File: src/ldlp_pkg.sv
package ldlp_pkg;
  //////////////////////////////////////////////////////////////////
  // register indices, byte address is four times the index
  localparam logic [7:0] IDX_CTRL1   = 8'h01;
  localparam logic [7:0] IDX_CTRL3   = 8'h03;
  localparam logic [7:0] IDX_CTRL6   = 8'h06;
  localparam logic [7:0] IDX_STATUS  = 8'h08;
  localparam logic [7:0] IDX_CODECTL = 8'h0a;
  localparam logic [7:0] IDX_TX_LO   = 8'h0b;
  localparam logic [7:0] IDX_TX_HI   = 8'h0c;
  localparam logic [7:0] IDX_UP_LO   = 8'h0d;
  localparam logic [7:0] IDX_UP_HI   = 8'h0e;
  localparam logic [7:0] IDX_DN_LO   = 8'h0f;
  localparam logic [7:0] IDX_DN_HI   = 8'h10;
  localparam logic [7:0] IDX_ERR_HI  = 8'h11;
  localparam logic [7:0] IDX_ERR_LO  = 8'h12;
  localparam logic [7:0] REG_RESET   = 8'h00;
  //////////////////////////////////////////////////////////////////
  // field positions
  localparam int B_STD      = 7;  // ctrl1: 1 = t1, 0 = e1
  localparam int B_ALL_ONES = 7;  // ctrl3
  localparam int B_PRBS_TX  = 4;  // ctrl3
  localparam int B_CODE_TX  = 3;  // ctrl3
  localparam int B_LLB      = 7;  // ctrl6
  localparam int B_RLB      = 6;  // ctrl6
  localparam int B_AUTO_REMOTE_LOOP_ENABLE    = 5;  // ctrl6
  localparam int B_ALB      = 4;  // ctrl6
  localparam int B_ERROR_COUNT_SOURCE_TOP    = 2;  // ctrl6
  localparam int B_LUP      = 7;  // status
  localparam int B_LDN      = 6;  // status
  localparam int B_AUTO     = 1;  // status
  localparam int B_SYNC     = 0;  // status
  localparam int B_TXLEN    = 6;  // code control, two bits
  localparam int B_UPLEN    = 3;  // code control, three bits
  localparam int B_DNLEN    = 0;  // code control, three bits
  //////////////////////////////////////////////////////////////////
  // code length encodings
  localparam logic [1:0] TXLEN_5    = 2'h0;
  localparam logic [1:0] TXLEN_6    = 2'h1;
  localparam logic [1:0] TXLEN_7    = 2'h2;
  localparam logic [2:0] RXLEN_LONG = 3'h7;
  localparam logic [4:0] LEN_LONG   = 5'h10;
  //////////////////////////////////////////////////////////////////
  // timing, counted in line bits of the recovered clock
  localparam int E1_RATE_HZ = 2048000;
  localparam int T1_RATE_HZ = 1544000;
  localparam int QUAL_S     = 5;
  localparam int INTEG_MS   = 48;
  localparam int ERR_RATIO  = 100;
  localparam int QUAL_E1_BITS  = QUAL_S * E1_RATE_HZ;
  localparam int QUAL_T1_BITS  = QUAL_S * T1_RATE_HZ;
  localparam int INTEG_E1_BITS = INTEG_MS * E1_RATE_HZ / 1000;
  localparam int INTEG_T1_BITS = INTEG_MS * T1_RATE_HZ / 1000;
  // prbs synchroniser
  localparam logic [6:0]  SYNC_BITS = 7'h40;
  localparam logic [6:0]  LOSS_ERRS = 7'h06;
  localparam logic [19:0] PRBS_SEED = 20'h00001;
  //////////////////////////////////////////////////////////////////
  typedef enum logic {AUTO_OFF = 1'b0, AUTO_LOOPED = 1'b1} ldlp_auto_t;
  typedef enum logic {SYNC_HUNT = 1'b0, SYNC_LOCKED = 1'b1} ldlp_sync_t;
endpackage : ldlp_pkg

File: src/ldlp_prbs.sv
`timescale 1ns/1ps
// prbs generator and two-pattern receive synchroniser
module ldlp_prbs
  import ldlp_pkg::*;
(
  // clock and reset
  input  wire logic clk,
  input  wire logic srst,
  // transmit side
  input  wire logic tx_step,
  input  wire logic std_t1,
  output logic      tx_bit,
  // receive side
  input  wire logic rx_step,
  input  wire logic rx_bit,
  output logic      synced,
  output logic      err_pulse,
  output logic      err_event
);
  typedef struct packed {
    logic [19:0] gen;   // generator lfsr
    logic [19:0] chk;   // received bits, shared by both checkers
    ldlp_sync_t  sync;
    logic        sel20; // locked on the 20-stage pattern
    logic [6:0]  cln15; // error-free run, 15-stage
    logic [6:0]  cln20; // error-free run, 20-stage
    logic [63:0] hist;  // error flags of the last 64 bits
    logic [6:0]  errs;  // ones in hist
    logic        prbs_error_pulse_out;
    logic        ev;
  } ldlp_prbs_st_t;
  ldlp_prbs_st_t s, n;
  logic e15, e20, err_now, near64;
  assign e15 = rx_bit ^ s.chk[14] ^ s.chk[13];
  assign e20 = rx_bit ^ s.chk[19] ^ s.chk[16];
  assign err_now = s.sel20 ? e20 : e15;
  assign near64 = (s.cln15 == SYNC_BITS - 7'h01) || (s.cln20 == SYNC_BITS - 7'h01);
  //////////////////////////////////////////////////////////////////
  // next state
  always_comb
  begin
    n = s;
    n.ev = 1'b0;
    // 15-stage for e1, 20-stage for t1; a zero window reseeds itself
    if (tx_step)
    begin
      if (std_t1)
        n.gen = {s.gen[18:0], (s.gen[19] ^ s.gen[16]) | (s.gen == 20'h00000)};
      else
        n.gen = {s.gen[18:0], (s.gen[14] ^ s.gen[13]) | (s.gen[14:0] == 15'h0000)};
    end
    // search runs always, whatever the transmit side does
    if (rx_step)
    begin
      n.chk = {s.chk[18:0], rx_bit};
      case (s.sync)
        SYNC_HUNT:
        begin
          n.cln15 = e15 ? 7'h00 : ((s.cln15 < SYNC_BITS) ? s.cln15 + 7'h01 : s.cln15);
          n.cln20 = e20 ? 7'h00 : ((s.cln20 < SYNC_BITS) ? s.cln20 + 7'h01 : s.cln20);
          n.prbs_error_pulse_out = 1'b1;
          if (n.cln15 == SYNC_BITS || n.cln20 == SYNC_BITS)
          begin
            n.sync  = SYNC_LOCKED;
            n.sel20 = (n.cln20 == SYNC_BITS);
            n.hist  = 64'h0;
            n.errs  = 7'h00;
            n.prbs_error_pulse_out  = 1'b0;
          end
        end
        SYNC_LOCKED:
        begin
          // sliding count: add the new flag, drop the oldest
          n.hist = {s.hist[62:0], err_now};
          n.errs = s.errs + {6'h00, err_now} - {6'h00, s.hist[63]};
          n.prbs_error_pulse_out = err_now;
          n.ev   = err_now;
          if (n.errs >= LOSS_ERRS)
          begin
            n.sync  = SYNC_HUNT;
            n.cln15 = 7'h00;
            n.cln20 = 7'h00;
            n.prbs_error_pulse_out  = 1'b1;
          end
        end
        default: n.sync = SYNC_HUNT;
      endcase
    end
  end
  //////////////////////////////////////////////////////////////////
  // state register
  always_ff @(posedge clk)
  begin
    if (srst)
    begin
      s      <= '0;
      s.gen  <= PRBS_SEED;
      s.sync <= SYNC_HUNT;
      s.prbs_error_pulse_out <= 1'b1;
    end
    else
      s <= n;
  end
  assign tx_bit    = std_t1 ? s.gen[19] : s.gen[14];
  assign synced    = (s.sync == SYNC_LOCKED);
  assign err_pulse = s.prbs_error_pulse_out;
  assign err_event = s.ev;
endmodule : ldlp_prbs

File: src/ldlp_top.sv
// Design decision made here: the AHB-Lite register port.
`timescale 1ns/1ps
//////////////////////////////////////////////////////////////////////
module ldlp_top
  import ldlp_pkg::*;
#(
  parameter int QUAL_E1  = QUAL_E1_BITS,
  parameter int QUAL_T1  = QUAL_T1_BITS,
  parameter int INTEG_E1 = INTEG_E1_BITS,
  parameter int INTEG_T1 = INTEG_T1_BITS
)(
  // clock and reset
  input  wire logic        CLK_SYS,
  input  wire logic        SRST,
  // ahb-lite slave
  input  wire logic        HSEL,
  input  wire logic [31:0] HADDR,
  input  wire logic [1:0]  HTRANS,
  input  wire logic        HWRITE,
  input  wire logic [2:0]  HSIZE,
  input  wire logic [31:0] HWDATA,
  input  wire logic        HREADY,
  output logic      [31:0] HRDATA,
  output logic             HREADYOUT,
  output logic             HRESP,
  // line side, recovered clock and data
  input  wire logic        RX_LINE_CLK,
  input  wire logic        RX_LINE_DATA,
  output logic             TX_LINE_CLK,
  output logic             TX_LINE_DATA,
  // system side
  input  wire logic        TX_SYS_CLK,
  input  wire logic        TX_SYS_DATA,
  output logic             RX_SYS_CLK,
  output logic             RX_SYS_DATA,
  output logic             PRBS_ERR_OUT,
  // strap: high when configured by pins
  input  wire logic        HW_MODE
);
  typedef struct packed {
    // two-flop synchronisers plus edge history
    logic rxc1, rxc2, rxc3, rxd1, rxd2;
    logic txc1, txc2, txc3, txd1, txd2;
    logic hw1, hw2;
    // software registers
    logic [7:0] ctrl1, ctrl3, ctrl6, codectl;
    logic [7:0] tx_lo, tx_hi, up_lo, up_hi, dn_lo, dn_hi;
    // bus data phase
    logic        wr_pend;
    logic [7:0]  wr_idx;
    logic [31:0] rdata;
    // datapath outputs
    logic [3:0] tx_idx;
    logic       tx_data, tx_clk, tx_step_d, rx_data, rx_clk;
    // code detectors, 0 = loop-up, 1 = loop-down
    logic [15:0]       hist;
    logic [1:0]        dlock, dseen;
    logic [1:0][3:0]   didx;
    logic [1:0][16:0]  dbits;
    logic [1:0][10:0]  derrs;
    // automatic remote loopback
    ldlp_auto_t  auto_st;
    logic [23:0] qual_cnt;
    // error counter
    logic [15:0] err_cnt;
  } ldlp_top_st_t;
  ldlp_top_st_t s, n;
  //////////////////////////////////////////////////////////////////
  // code length and alignment helpers
  function automatic logic [4:0] rx_len(input logic [2:0] c);
    rx_len = (c == RXLEN_LONG) ? LEN_LONG : {2'h0, c} + 5'h01;
  endfunction : rx_len
  function automatic logic [4:0] tx_len(input logic [1:0] c);
    case (c)
      TXLEN_5: tx_len = 5'h05;
      TXLEN_6: tx_len = 5'h06;
      TXLEN_7: tx_len = 5'h07;
      default: tx_len = LEN_LONG;
    endcase
  endfunction : tx_len
  // short codes live at the top of the low byte, first bit highest
  function automatic logic [15:0] code_align(input logic [15:0] p,
                                             input logic [4:0]  len);
    if (len == LEN_LONG)
      code_align = p;
    else
      code_align = {8'h00, p[7:0]} >> (5'h08 - len);
  endfunction : code_align
  function automatic logic [15:0] code_mask(input logic [4:0] len);
    code_mask = (len == LEN_LONG) ? 16'hffff : 16'((17'h00001 << len) - 17'h00001);
  endfunction : code_mask
  function automatic logic code_bit(input logic [15:0] al, input logic [4:0] len,
                                    input logic [3:0] idx);
    code_bit = al[4'(len - 5'h01 - {1'b0, idx})];
  endfunction : code_bit
  //////////////////////////////////////////////////////////////////
  // decoded controls and stream strobes
  logic        std_t1, all_ones, prbs_tx, code_tx, local_loopback_enable, analog_loopback_enable, auto_remote_loop_enable, error_count_source_top;
  logic        rlb_eff, line_edge, sys_edge, tx_step, rx_edge, rx_bit;
  logic        prbs_bit, synced, prbs_ev, prbs_pulse, tx_first, qual_hit;
  logic [4:0]  txl;
  logic [15:0] tx_al;
  logic [23:0] qual_max;
  logic [16:0] integ;
  logic [10:0] err_lim;
  logic [1:0][4:0]  det_len;
  logic [1:0][15:0] det_al, det_mask;
  logic        addr_ok;
  logic [7:0]  addr_idx, rd_byte;
  assign std_t1   = s.ctrl1[B_STD];
  assign all_ones = s.ctrl3[B_ALL_ONES];
  assign prbs_tx  = s.ctrl3[B_PRBS_TX];
  assign code_tx  = s.ctrl3[B_CODE_TX];
  assign local_loopback_enable      = s.ctrl6[B_LLB];
  assign analog_loopback_enable      = s.ctrl6[B_ALB];
  assign auto_remote_loop_enable    = s.ctrl6[B_AUTO_REMOTE_LOOP_ENABLE];
  assign error_count_source_top    = s.ctrl6[B_ERROR_COUNT_SOURCE_TOP];
  // remote loop from software or the code detector; pin mode forbids
  // combining it with local loop
  assign rlb_eff   = (s.ctrl6[B_RLB] | (s.auto_st == AUTO_LOOPED))
                     & ~(local_loopback_enable & s.hw2);
  assign line_edge = s.rxc2 & ~s.rxc3;
  assign sys_edge  = s.txc2 & ~s.txc3;
  // in remote loop the transmitter runs on the recovered clock
  assign tx_step   = rlb_eff ? line_edge : sys_edge;
  // receive stream: local loop takes system data, analog loop takes the
  // transmitter, otherwise the line; the line is ignored in both loops
  assign rx_edge   = local_loopback_enable ? sys_edge : (analog_loopback_enable ? s.tx_step_d : line_edge);
  assign rx_bit    = local_loopback_enable ? s.txd2 : (analog_loopback_enable ? s.tx_data : s.rxd2);
  assign txl       = tx_len(s.codectl[B_TXLEN +: 2]);
  assign tx_al     = code_align({s.tx_hi, s.tx_lo}, txl);
  assign tx_first  = code_bit(tx_al, txl, 4'h0);
  assign qual_max  = std_t1 ? 24'(QUAL_T1) : 24'(QUAL_E1);
  assign qual_hit  = (s.qual_cnt == qual_max - 24'h000001);
  assign integ     = std_t1 ? 17'(INTEG_T1) : 17'(INTEG_E1);
  assign err_lim   = 11'(integ / 17'(ERR_RATIO));
  // per-detector length and aligned code
  generate
    for (genvar g = 0; g < 2; g++)
    begin : g_det
      assign det_len[g]  = rx_len(s.codectl[(g == 0 ? B_UPLEN : B_DNLEN) +: 3]);
      assign det_al[g]   = code_align(g == 0 ? {s.up_hi, s.up_lo} : {s.dn_hi, s.dn_lo},
                                      det_len[g]);
      assign det_mask[g] = code_mask(det_len[g]);
    end
  endgenerate
  //////////////////////////////////////////////////////////////////
  // bus address decode and read mux
  assign addr_ok  = HSEL & HTRANS[1] & HREADY & (HADDR[31:10] == 22'h000000);
  assign addr_idx = HADDR[9:2];
  always_comb
  begin
    case (addr_idx)
      IDX_CTRL1:   rd_byte = s.ctrl1;
      IDX_CTRL3:   rd_byte = s.ctrl3;
      IDX_CTRL6:   rd_byte = s.ctrl6;
      IDX_STATUS:  rd_byte = {s.dseen[0], s.dseen[1], 4'h0,
                              s.auto_st == AUTO_LOOPED, synced};
      IDX_CODECTL: rd_byte = s.codectl;
      IDX_TX_LO:   rd_byte = s.tx_lo;
      IDX_TX_HI:   rd_byte = s.tx_hi;
      IDX_UP_LO:   rd_byte = s.up_lo;
      IDX_UP_HI:   rd_byte = s.up_hi;
      IDX_DN_LO:   rd_byte = s.dn_lo;
      IDX_DN_HI:   rd_byte = s.dn_hi;
      IDX_ERR_HI:  rd_byte = s.err_cnt[15:8];
      IDX_ERR_LO:  rd_byte = s.err_cnt[7:0];
      default:     rd_byte = 8'h00; // unmapped reads zero
    endcase
  end
  //////////////////////////////////////////////////////////////////
  // prbs generator and checker
  ldlp_prbs u_prbs (
    .clk       (CLK_SYS),
    .srst      (SRST),
    .tx_step   (tx_step),
    .std_t1    (std_t1),
    .tx_bit    (prbs_bit),
    .rx_step   (rx_edge),
    .rx_bit    (rx_bit),
    .synced    (synced),
    .err_pulse (prbs_pulse),
    .err_event (prbs_ev)
  );
  //////////////////////////////////////////////////////////////////
  // next state
  always_comb
  begin
    logic       d_exp;
    logic [3:0] d_last;
    d_exp  = 1'b0;
    d_last = 4'h0;
    n = s;
    // synchronisers: the first stage feeds only the second
    n.rxc1 = RX_LINE_CLK;
    n.rxc2 = s.rxc1;
    n.rxc3 = s.rxc2;
    n.rxd1 = RX_LINE_DATA;
    n.rxd2 = s.rxd1;
    n.txc1 = TX_SYS_CLK;
    n.txc2 = s.txc1;
    n.txc3 = s.txc2;
    n.txd1 = TX_SYS_DATA;
    n.txd2 = s.txd1;
    n.hw1  = HW_MODE;
    n.hw2  = s.hw1;
    // write data phase, low byte only
    n.wr_pend = 1'b0;
    if (s.wr_pend)
    begin
      case (s.wr_idx)
        IDX_CTRL1:   n.ctrl1   = HWDATA[7:0];
        IDX_CTRL3:   n.ctrl3   = HWDATA[7:0];
        IDX_CTRL6:   n.ctrl6   = HWDATA[7:0];
        IDX_CODECTL: n.codectl = HWDATA[7:0];
        IDX_TX_LO:   n.tx_lo   = HWDATA[7:0];
        IDX_TX_HI:   n.tx_hi   = HWDATA[7:0];
        IDX_UP_LO:   n.up_lo   = HWDATA[7:0];
        IDX_UP_HI:   n.up_hi   = HWDATA[7:0];
        IDX_DN_LO:   n.dn_lo   = HWDATA[7:0];
        IDX_DN_HI:   n.dn_hi   = HWDATA[7:0];
        default:     n.wr_pend = 1'b0; // read-only or unmapped
      endcase
    end
    // address phase: latch writes, answer reads in the next cycle
    if (addr_ok)
    begin
      if (HWRITE)
      begin
        n.wr_pend = (HSIZE == 3'h2);
        n.wr_idx  = addr_idx;
      end
      else
        n.rdata = {24'h000000, rd_byte};
    end
    // transmit line: all ones wins, then remote loop, prbs, code, system
    n.tx_step_d = tx_step;
    n.tx_clk    = rlb_eff ? s.rxc2 : s.txc2;
    if (tx_step)
    begin
      n.tx_idx = (s.tx_idx == 4'(txl - 5'h01)) ? 4'h0 : s.tx_idx + 4'h1;
      if (all_ones)
        n.tx_data = 1'b1;
      else if (rlb_eff)
        n.tx_data = s.rxd2;
      else if (prbs_tx)
        n.tx_data = prbs_bit;
      else if (code_tx)
        n.tx_data = code_bit(tx_al, txl, s.tx_idx);
      else
        n.tx_data = s.txd2;
    end
    // receive outputs stay live in every mode
    n.rx_clk = local_loopback_enable ? s.txc2 : (analog_loopback_enable ? s.tx_clk : s.rxc2);
    if (rx_edge)
      n.rx_data = rx_bit;
    // code detectors: align on a full match, then integrate errors
    if (rx_edge)
    begin
      n.hist = {s.hist[14:0], rx_bit};
      for (int i = 0; i < 2; i++)
      begin
        if (!s.dlock[i])
        begin
          if (((n.hist ^ det_al[i]) & det_mask[i]) == 16'h0000)
          begin
            n.dlock[i] = 1'b1;
            n.didx[i]  = 4'h0;
            n.dbits[i] = 17'h00000;
            n.derrs[i] = 11'h000;
          end
        end
        else
        begin
          d_exp  = code_bit(det_al[i], det_len[i], s.didx[i]);
          d_last = 4'(det_len[i] - 5'h01);
          n.didx[i]  = (s.didx[i] == d_last) ? 4'h0 : s.didx[i] + 4'h1;
          n.dbits[i] = s.dbits[i] + 17'h00001;
          if (d_exp != rx_bit && s.derrs[i] != 11'h7ff)
            n.derrs[i] = s.derrs[i] + 11'h001;
          // window end: flag only if errors stayed within the ratio
          if (n.dbits[i] == integ)
          begin
            n.dseen[i] = (n.derrs[i] <= err_lim);
            n.dlock[i] = n.dseen[i];
            n.dbits[i] = 17'h00000;
            n.derrs[i] = 11'h000;
          end
        end
      end
    end
    // automatic remote loopback, timed in recovered-clock bits
    if (!auto_remote_loop_enable)
    begin
      n.auto_st  = AUTO_OFF;
      n.qual_cnt = 24'h000000;
    end
    else if (line_edge)
    begin
      case (s.auto_st)
        AUTO_OFF:
        begin
          n.qual_cnt = s.dseen[0] ? s.qual_cnt + 24'h000001 : 24'h000000;
          if (s.dseen[0] && qual_hit)
          begin
            n.auto_st  = AUTO_LOOPED;
            n.qual_cnt = 24'h000000;
          end
        end
        AUTO_LOOPED:
        begin
          n.qual_cnt = s.dseen[1] ? s.qual_cnt + 24'h000001 : 24'h000000;
          if (s.dseen[1] && qual_hit)
          begin
            n.auto_st  = AUTO_OFF;
            n.qual_cnt = 24'h000000;
          end
        end
        default: n.auto_st = AUTO_OFF;
      endcase
    end
    // saturating prbs error count
    if (prbs_ev && error_count_source_top && s.err_cnt != 16'hffff)
      n.err_cnt = s.err_cnt + 16'h0001;
  end
  //////////////////////////////////////////////////////////////////
  // state register
  always_ff @(posedge CLK_SYS)
  begin
    if (SRST)
    begin
      s         <= '0;
      s.ctrl1   <= REG_RESET;
      s.ctrl3   <= REG_RESET;
      s.ctrl6   <= REG_RESET;
      s.codectl <= REG_RESET;
      s.auto_st <= AUTO_OFF;
    end
    else
      s <= n;
  end
  // outputs straight from flops; HREADYOUT and HRESP are tied to constants
  assign HRDATA       = s.rdata;
  assign HREADYOUT    = 1'b1;
  assign HRESP        = 1'b0;
  assign TX_LINE_CLK  = s.tx_clk;
  assign TX_LINE_DATA = s.tx_data;
  assign RX_SYS_CLK   = s.rx_clk;
  assign RX_SYS_DATA  = s.rx_data;
  assign PRBS_ERR_OUT = prbs_pulse;
endmodule : ldlp_top

File: config.mk
export PLATFORM = sky130hd
export DESIGN_NAME = ldlp_top
export DESIGN_NICKNAME = d
export VERILOG_FILES = /design/src/ldlp_pkg.sv /design/src/ldlp_prbs.sv /design/src/ldlp_top.sv
export SDC_FILE = /design/constraint.sdc
export NUM_CORES = 1
export LEC_CHECK = 0
export ABC_CLOCK_PERIOD_IN_PS = 7000
export BUFFER_PORTS_ARGS = -buffer_cell sky130_fd_sc_hd__buf_2
export CORE_ASPECT_RATIO = 1.4
export CORE_UTILIZATION = 40
export CTS_BUF_LIST = sky130_fd_sc_hd__clkbuf_8 sky130_fd_sc_hd__clkbuf_16
export DETAILED_ROUTE_END_ITERATION = 10
export HOLD_SLACK_MARGIN = 0.03
export SLEW_MARGIN = 25
export SYNTH_ARGS = -nofsm -noshare
export SYNTH_HDL_FRONTEND = slang
export SYNTH_SLANG_ARGS = --single-unit
File: constraint.sdc
create_clock -name CLK_SYS -period 7 [get_ports CLK_SYS]
set_clock_uncertainty 0.1 [all_clocks]
set_input_delay 0.7 -clock CLK_SYS [delete_from_list [all_inputs] [get_ports CLK_SYS]]
set_output_delay 0.7 -clock CLK_SYS [all_outputs]
set_load 0.02 [all_outputs]
Word level (Yosys, flattened, before mapping)
Index checks and enable logic that the tools add are counted.

storage, ports and cells
  register bits = 371
  logic and storage cells = 287
  bits of input ports = 79
  output and inout bits = 39

operators by class
  divide/modulo/power cells = 1
  add/sub/neg operators = 27
  equal/unequal tests = 46
  multiplexer cells = 82
  shift-type cells = 5
  reductions and logical operators = 36
  $lt $le $gt $ge = 8
  bitwise operators = 28

operator list
  cell                                                                   count
  86-bit one-hot mux with 2 select lines                                 1
  11-bit two-way mux                                                     12
  8-bit by 4-bit == test with 1-bit output (second input constant)       13
  8-bit one-hot mux with 13 select lines                                 1
  17-bit two-way mux                                                     6
  16-bit two-way mux                                                     6
  24-bit two-way mux                                                     3
  72-bit two-way mux                                                     1
  25-bit two-way mux                                                     2
  25-bit one-hot mux with 2 select lines                                 1
  8-bit by 5-bit >> shifter with 16-bit output                           3
  41-bit two-way mux                                                     1
  17-bit by 1-bit adder with 17-bit output (second input constant)       2
  17-bit == test                                                         2
  16-bit AND                                                             2
  8-bit by 5-bit == test with 1-bit output (second input constant)       4
  16-bit logical NOT                                                     2
  2-bit AND reduction                                                    16
  1-bit by 5-bit << shifter with 16-bit output (first input constant)    2
  16-bit by 1-bit subtractor with 16-bit output (second input constant)  2
  16-bit bitwise XOR                                                     2
  4-bit two-way mux                                                      7
  7-bit two-way mux                                                      4
  1-bit two-way mux                                                      26
  55 further kinds                                                       112

Logic depth before layout (Yosys ltp)
  depth after elaboration = 15
  mapped depth = 24
  mapped depth without buffers = 22

By module
Synthesis repeated with hierarchy kept, for this count alone.

unflattened totals
  cells, all modules = 2523
  area total of the unflattened synthesis = 21429.3 um2

modules (own cells, without submodules)
  module     times used  sequential area each (um2)  area an instance (um2)  cells each
  ldlp_top   1           4824.6                      16181.8                 2024
  ldlp_prbs  1           2582.5                      5247.5                  499

Worst setup path before layout
No wires, ideal clock.

  kind = register to register
  start = register s[226] in the netlist's numbering
  end = register s[105] in the netlist's numbering
  slack = 1.732 ns
  arrival time = 5.031 ns
  period minus slack after synthesis = 5.268 ns
  stages on the path, launching flop included = 24
  library setup time = 0.137 ns
  data required time = 6.763 ns
  path buffers = 3
  cells stage by stage = dfxtp_1 -> ha_1 -> ha_1 -> clkbuf_1 -> clkbuf_1 -> inv_1 -> ha_1 -> clkbuf_1 -> nor3_1 -> nand3_1 -> a311o_1 -> a32oi_1 -> nand4_1 -> a41oi_2 -> mux2i_4 -> nor2_1 -> nand3_1 -> xnor2_1 -> ha_1 -> nand3_1 -> a311oi_1 -> nor3_1 -> o31ai_1 -> a31oi_1

on the way
  longest elaborated chain between the ends = 13
  elaborated cells between the ends (all ways) = 17
  those cells by class = add/sub (4); order compare (1); eq/ne (3); shift (1); mux (7); reduce/logical (1)

RTL lines
  item                                                                     RTL line         text
  from (decl)                                                              ldlp_top.sv:67   ldlp_top_st_t s, n;
  from (signal assigned)                                                   ldlp_top.sv:340  s <= n;
  3-bit by 1-bit adder with 4-bit output or 3-bit == test (tied branches)  ldlp_top.sv:71   rx_len = (c == RXLEN_LONG) ? LEN_LONG : {2'h0, c} + 5'h01;
  5-bit two-way mux (*)                                                    ldlp_top.sv:71
  4-bit by 5-bit subtractor with 5-bit output                              ldlp_top.sv:87   code_align = {8'h00, p[7:0]} >> (5'h08 - len);
  8-bit by 5-bit >> shifter with 16-bit output                             ldlp_top.sv:87
  16-bit two-way mux                                                       ldlp_top.sv:84   if (len == LEN_LONG)
  1-bit binary-select mux with 4-bit select (*)                            ldlp_top.sv:94   code_bit = al[4'(len - 5'h01 - {1'b0, idx})];
  1-bit two-way mux (not written as such) (*)                              ldlp_top.sv:94
  1-bit != test (*)                                                        ldlp_top.sv:279  if (d_exp != rx_bit && s.derrs[i] != 11'h7ff)
  1-bit logical AND (*)                                                    ldlp_top.sv:279
  11-bit two-way mux (*)                                                   ldlp_top.sv:279
  11-bit two-way mux (*)                                                   ldlp_top.sv:263  if (!s.dlock[i])
  11-bit two-way mux (*)                                                   ldlp_top.sv:258  if (rx_edge)
  11-bit <= comparator (*)                                                 ldlp_top.sv:284  n.dseen[i] = (n.derrs[i] <= err_lim);

Every way passes the cells marked *; elsewhere a longest branch is shown, timed or not. The select of a mux whose other input is x is not followed.
A chain may end at the register's enable or synchronous reset.

Worst setup path in the final report
  start = register s[227] in the netlist's numbering
  end = register s[107] in the netlist's numbering

on the way
  longest elaborated chain between the ends = 15
  elaborated cells between the ends (all ways) = 26
  those cells by class = add/sub (5); order compare (1); eq/ne (3); shift (2); mux (11); bitwise (2); reduce/logical (2)

RTL lines
  item                                                                     RTL line         text
  3-bit by 1-bit adder with 4-bit output or 3-bit == test (tied branches)  ldlp_top.sv:71
  5-bit two-way mux (*)                                                    ldlp_top.sv:71
  4-bit by 5-bit subtractor with 5-bit output                              ldlp_top.sv:87
  8-bit by 5-bit >> shifter with 16-bit output                             ldlp_top.sv:87
  16-bit two-way mux                                                       ldlp_top.sv:84
  1-bit binary-select mux with 4-bit select                                ldlp_top.sv:94
  1-bit two-way mux (not written as such)                                  ldlp_top.sv:94
  1-bit != test                                                            ldlp_top.sv:279
  1-bit logical AND                                                        ldlp_top.sv:279
  11-bit two-way mux                                                       ldlp_top.sv:279
  11-bit two-way mux                                                       ldlp_top.sv:263
  11-bit two-way mux                                                       ldlp_top.sv:258
  11-bit <= comparator                                                     ldlp_top.sv:284
  1-bit two-way mux                                                        ldlp_top.sv:282  if (n.dbits[i] == integ)
  1-bit two-way mux (*)                                                    ldlp_top.sv:263

Marks and branches as above.

==> impl_table.tex <==
\begin{tabular}{lr}
\hline
Metric & Value \\
\hline
\multicolumn{2}{l}{\textbf{Status}} \\
Status & finished with violations \\
Violations in the final reports & DRC \\
\multicolumn{2}{l}{\textbf{Synthesis}} \\
YS warnings & 0 \\
Number of distinct library cell variants in the gate-level netlist after synthesis & 93 \\
Gate Count Post-Synth & 2501 \\
Cell taking the most area after synthesis & dfxtp\_1 \\
Top-area cell type share of the netlist area & 35.0\% \\
Portion of the post-synthesis area used by sequential elements & 35.0\% \\
Top FF cell, synth & dfxtp\_1 \\
Average cell area after synthesis & 8.13 um\^{}2 \\
Number of enable flip-flop cells after synthesis & 0 \\
Top cells by area in the synthesized netlist & dfxtp\_1 35\%, nor2\_1 6.4\%, mux2i\_1 6.2\% \\
Area of the mapped netlist & 0.0203 mm\^{}2 \\
Async SR Flop Fraction & 0\% \\
Flops \& latches, synth & approximately 360 \\
\multicolumn{2}{l}{\textbf{Die}} \\
Die height & about 270 um \\
Number of ports placed on the die boundary & 118 \\
Number of standard-cell rows in the floorplan & between 90 and 100 \\
Die footprint & 0.0517 mm\^{}2 \\
Starting Density & 40.6\% \\
Die Span X & around 190 um \\
Area of the core region & 0.0501 mm\^{}2 \\
\multicolumn{2}{l}{\textbf{Final layout}} \\
Filler cells & between 4000 and 5000 \\
Fraction of layout cells with a size suffix above 1 & 9.05\% \\
Most frequent standard cell in the layout excluding fill and tap cells & dfxtp\_1 \\
Nets & 2614 \\
Area Overhead vs Synth & 9.71\% \\
Multi-input combinational cell area & 0.0123 mm\^{}2 \\
Highest-count cells in the layout ignoring fill and taps & 355 x dfxtp\_1, 344 x nor2\_1, 244 x nand2\_1, 198 x a21oi\_1, 126 x mux2i\_1 \\
Area of all sequential standard cells & 0.00711 mm\^{}2 \\
\multicolumn{2}{l}{\textbf{Place}} \\
Number of buffer cells added on primary ports & 64 \\
HPWL after DPL & 39700 um \\
Routability Congestion & 0.992 \\
\multicolumn{2}{l}{\textbf{Clock network}} \\
Clk sinks & 355 \\
Number of buffers added to fix hold violations after cts & 0 \\
Post-CTS setup buffers & 0 \\
Clock tree root buffer cell & clkbuf\_16 \\
Number of gates resized after CTS & 0 \\
Clock-pin slew on the worst setup and hold paths & 0.07 ns \\
Number of CTS-inserted buffers & 39 \\
CTS tree & done \\
Clock latency of the later-clocked register in the worst-skew pair & 0.54 ns \\
Maximum level of the CTS H-tree & 2 \\
Buffer depth of the longest clock path & 3 \\
\multicolumn{2}{l}{\textbf{Setup path}} \\
Critical path class & flop to flop \\
Type of origin of the critical path & flop \\
Crit. End Element & flop \\
Required time of the critical path & 7.30 ns \\
Maximum fanout along the worst path & 17 \\
Signal arrival time at the worst endpoint & between 6 and 7 ns \\
\multicolumn{2}{l}{\textbf{Power and ir drop}} \\
Sequential power share & 47.4\% \\
Cell Pwr Density & around 190 mW/mm\^{}2 \\
Leakage power of the design & 8.19 nW \\
Clock Power Share & 49.2\% \\
Int Power & between 3 and 4 mW \\
Combinational share of power & 3.5\% \\
Fraction of power spent switching nets & 22.9\% \\
Worst VDD drop & between 0.15 and 0.2 mV \\
Power spent charging and discharging nets & 0.983 mW \\
\multicolumn{2}{l}{\textbf{Drt}} \\
Violation count after the first detailed-routing iteration & 1096 \\
Vias & approximately 18000 \\
DRC violation count after routing & 32 \\
Overall routed net length & 56000 um \\
Post-route antenna net violation count & 0 \\
Routed length per placed instance & 17.8 um \\
Number of vias per cell & between 5 and 6 \\
Total iterations of the first detailed-routing run & 9 \\
\multicolumn{2}{l}{\textbf{Timing}} \\
Worst hold slack & $\sim$0.26 ns \\
Max-slew violation count & 0 \\
Worst relative slew slack & a little under a third \\
Slew of the pin with the lowest slew margin & 1.03 ns \\
Final setup vio count & 0 \\
Setup Total Neg Slack & 0 ns \\
Tcrit/Tclk final & 88.4\% \\
Final hold viol count & 0 \\
FMAX & 0.162 GHz \\
Crit path time final & about 6.2 ns \\
Unrepaired setup endpoints after global routing & false \\
\multicolumn{2}{l}{\textbf{Global routing}} \\
Total routing resource utilization after global routing & about a fifth \\
Remaining Overflow, GRT & 0 \\
Maximum number of pins on one net before global-route repair & 106 \\
Wire length of the first global-routing pass & 88700 um \\
Number of antenna violations at the first check in global routing & 1 \\
Via count of the first global-routing pass & $\sim$17000 \\
\multicolumn{2}{l}{\textbf{Min path}} \\
Hold crit path type & input pin to flop \\
\multicolumn{2}{l}{\textbf{Flow run}} \\
Number of maximum-capacitance constraint violations & 0 \\
\hline
\end{tabular}
## power by group through the flow
stage	registers [mW]	logic (mW)	clock network [mW]
6_report	2.03	0.149	2.11
5_1_grt	2.03	0.163	2.25
4_1_cts	2.03	0.149	2.16
3_5_place_dp	2.08	0.149	0
3_3_place_gp	2.08	0.147	0
2_1_floorplan	2.08	0.110	0
## path summary, 6_finish.rpt
kind / to / slack, ns / startpoint / cells past startpoint
worst min-delay path: n[262] / 0.26 / RX_LINE_DATA / 2
worst max-delay path: s[107] / 0.81 / s[227] / 18
worst max register to register: s[107] / 0.81 / s[227] / 18
worst min register to register: s[257] / 0.34 / n[257] / 1
## critical path: stages (launching register included)
cell and delay [ns]:
dfxtp_1 0.65, ha_1 0.32, ha_1 0.55, and4b_1 0.41
a221oi_2 0.50, xnor2_1 0.21, xor2_1 0.15, a311oi_1 0.32
a41oi_2 0.42, mux2i_4 0.38, nor2_1 0.41, nand3_1 0.15
xnor2_1 0.17, ha_1 0.30, nand3_1 0.10, a311oi_1 0.26
nor3_1 0.11, o31ai_1 0.39, a31oi_1 0.14
## through the flow
step	utilization, %	cell area [um^2]	instances	power [mW]	worst slack, ns
final	44.5	22300	3142	4.29	0.809
after global routing	44.5	22300	3142	4.44	0.377
after floorplan	-	20400	2525	2.19	1.73
after CTS	44.5	22300	3141	4.34	0.853
after global placement	41.8	20900	3070	2.22	0.957
after detailed placement	41.8	21000	3070	2.22	0.887
## registers in the layout, summed over array words and instances, names as in the netlist, 7 cells and up
name,flops
HRDATA,8
u_prbs.s,112
s,215
n,7
## cells in the mapped netlist (10+ instances only)
master / number
nor3_1: 52
nor2_1: 345
mux2_2: 10
mux2i_1: 126
xor2_1: 54
nand3b_1: 22
a22oi_1: 67
mux4_2: 12
a21oi_1: 199
o31ai_1: 10
a211oi_1: 14
a22o_1: 36
nand3_1: 61
buf_1: 15
buf_4: 35
nand2b_1: 16
xnor2_1: 62
inv_1: 58
o21a_1: 10
a21o_1: 19
a221oi_1: 16
nand2_1: 244
a31oi_1: 22
and3_1: 30
or3_1: 28
nand4_1: 28
nor3b_1: 11
nor4_1: 23
o21ai_0: 87
ha_1: 63
o211ai_1: 13
nor2b_1: 34
and2_1: 18
clkbuf_1: 133
dfxtp_1: 355
## kinds of logic (layout without fill, tap and decap cells)
kind of cell | Yosys count | in the layout | share of synthesized area (%)
AO/OA/AOI/OAI | 601 | 601 | 19.7
adder cells (fa/ha/maj) | 67 | 67 | 4.27
AND/OR/NAND/NOR | 961 | 961 | 22.4
XOR/XNOR | 117 | 117 | 5.12
flip-flops | 355 | 355 | 35.0
other | 2 | 27 | 0.0369
buffers and inverters | 249 | 222 | 5.29
multiplexers | 149 | 149 | 8.20
## cell type report
class | count | share of cell area, %
clock inverters | 20 | 0.797
repair buffers | 92 | 2.42
multi-input cells | 1921 | 55.1
clock buffers | 51 | 5.17
well taps | 643 | 3.61
inverters | 59 | 0.993
flip-flops and latches | 355 | 31.9
diodes | 1 | 0.0112
## per-layer routing
| metal | wire length (um) | up-vias | track usage [%] |
|---|---|---|---|
| li1 | - | 8837 | - |
| met5 | 0 | - | 0 |
| met3 | 2060 | 113 | 2.41 |
| met2 | 28100 | 424 | 38.2 |
| met4 | 2150 | 0 | 8.73 |
| met1 | 23700 | 8642 | 25.3 |
Note: power is estimated with default switching activity, not from simulation.
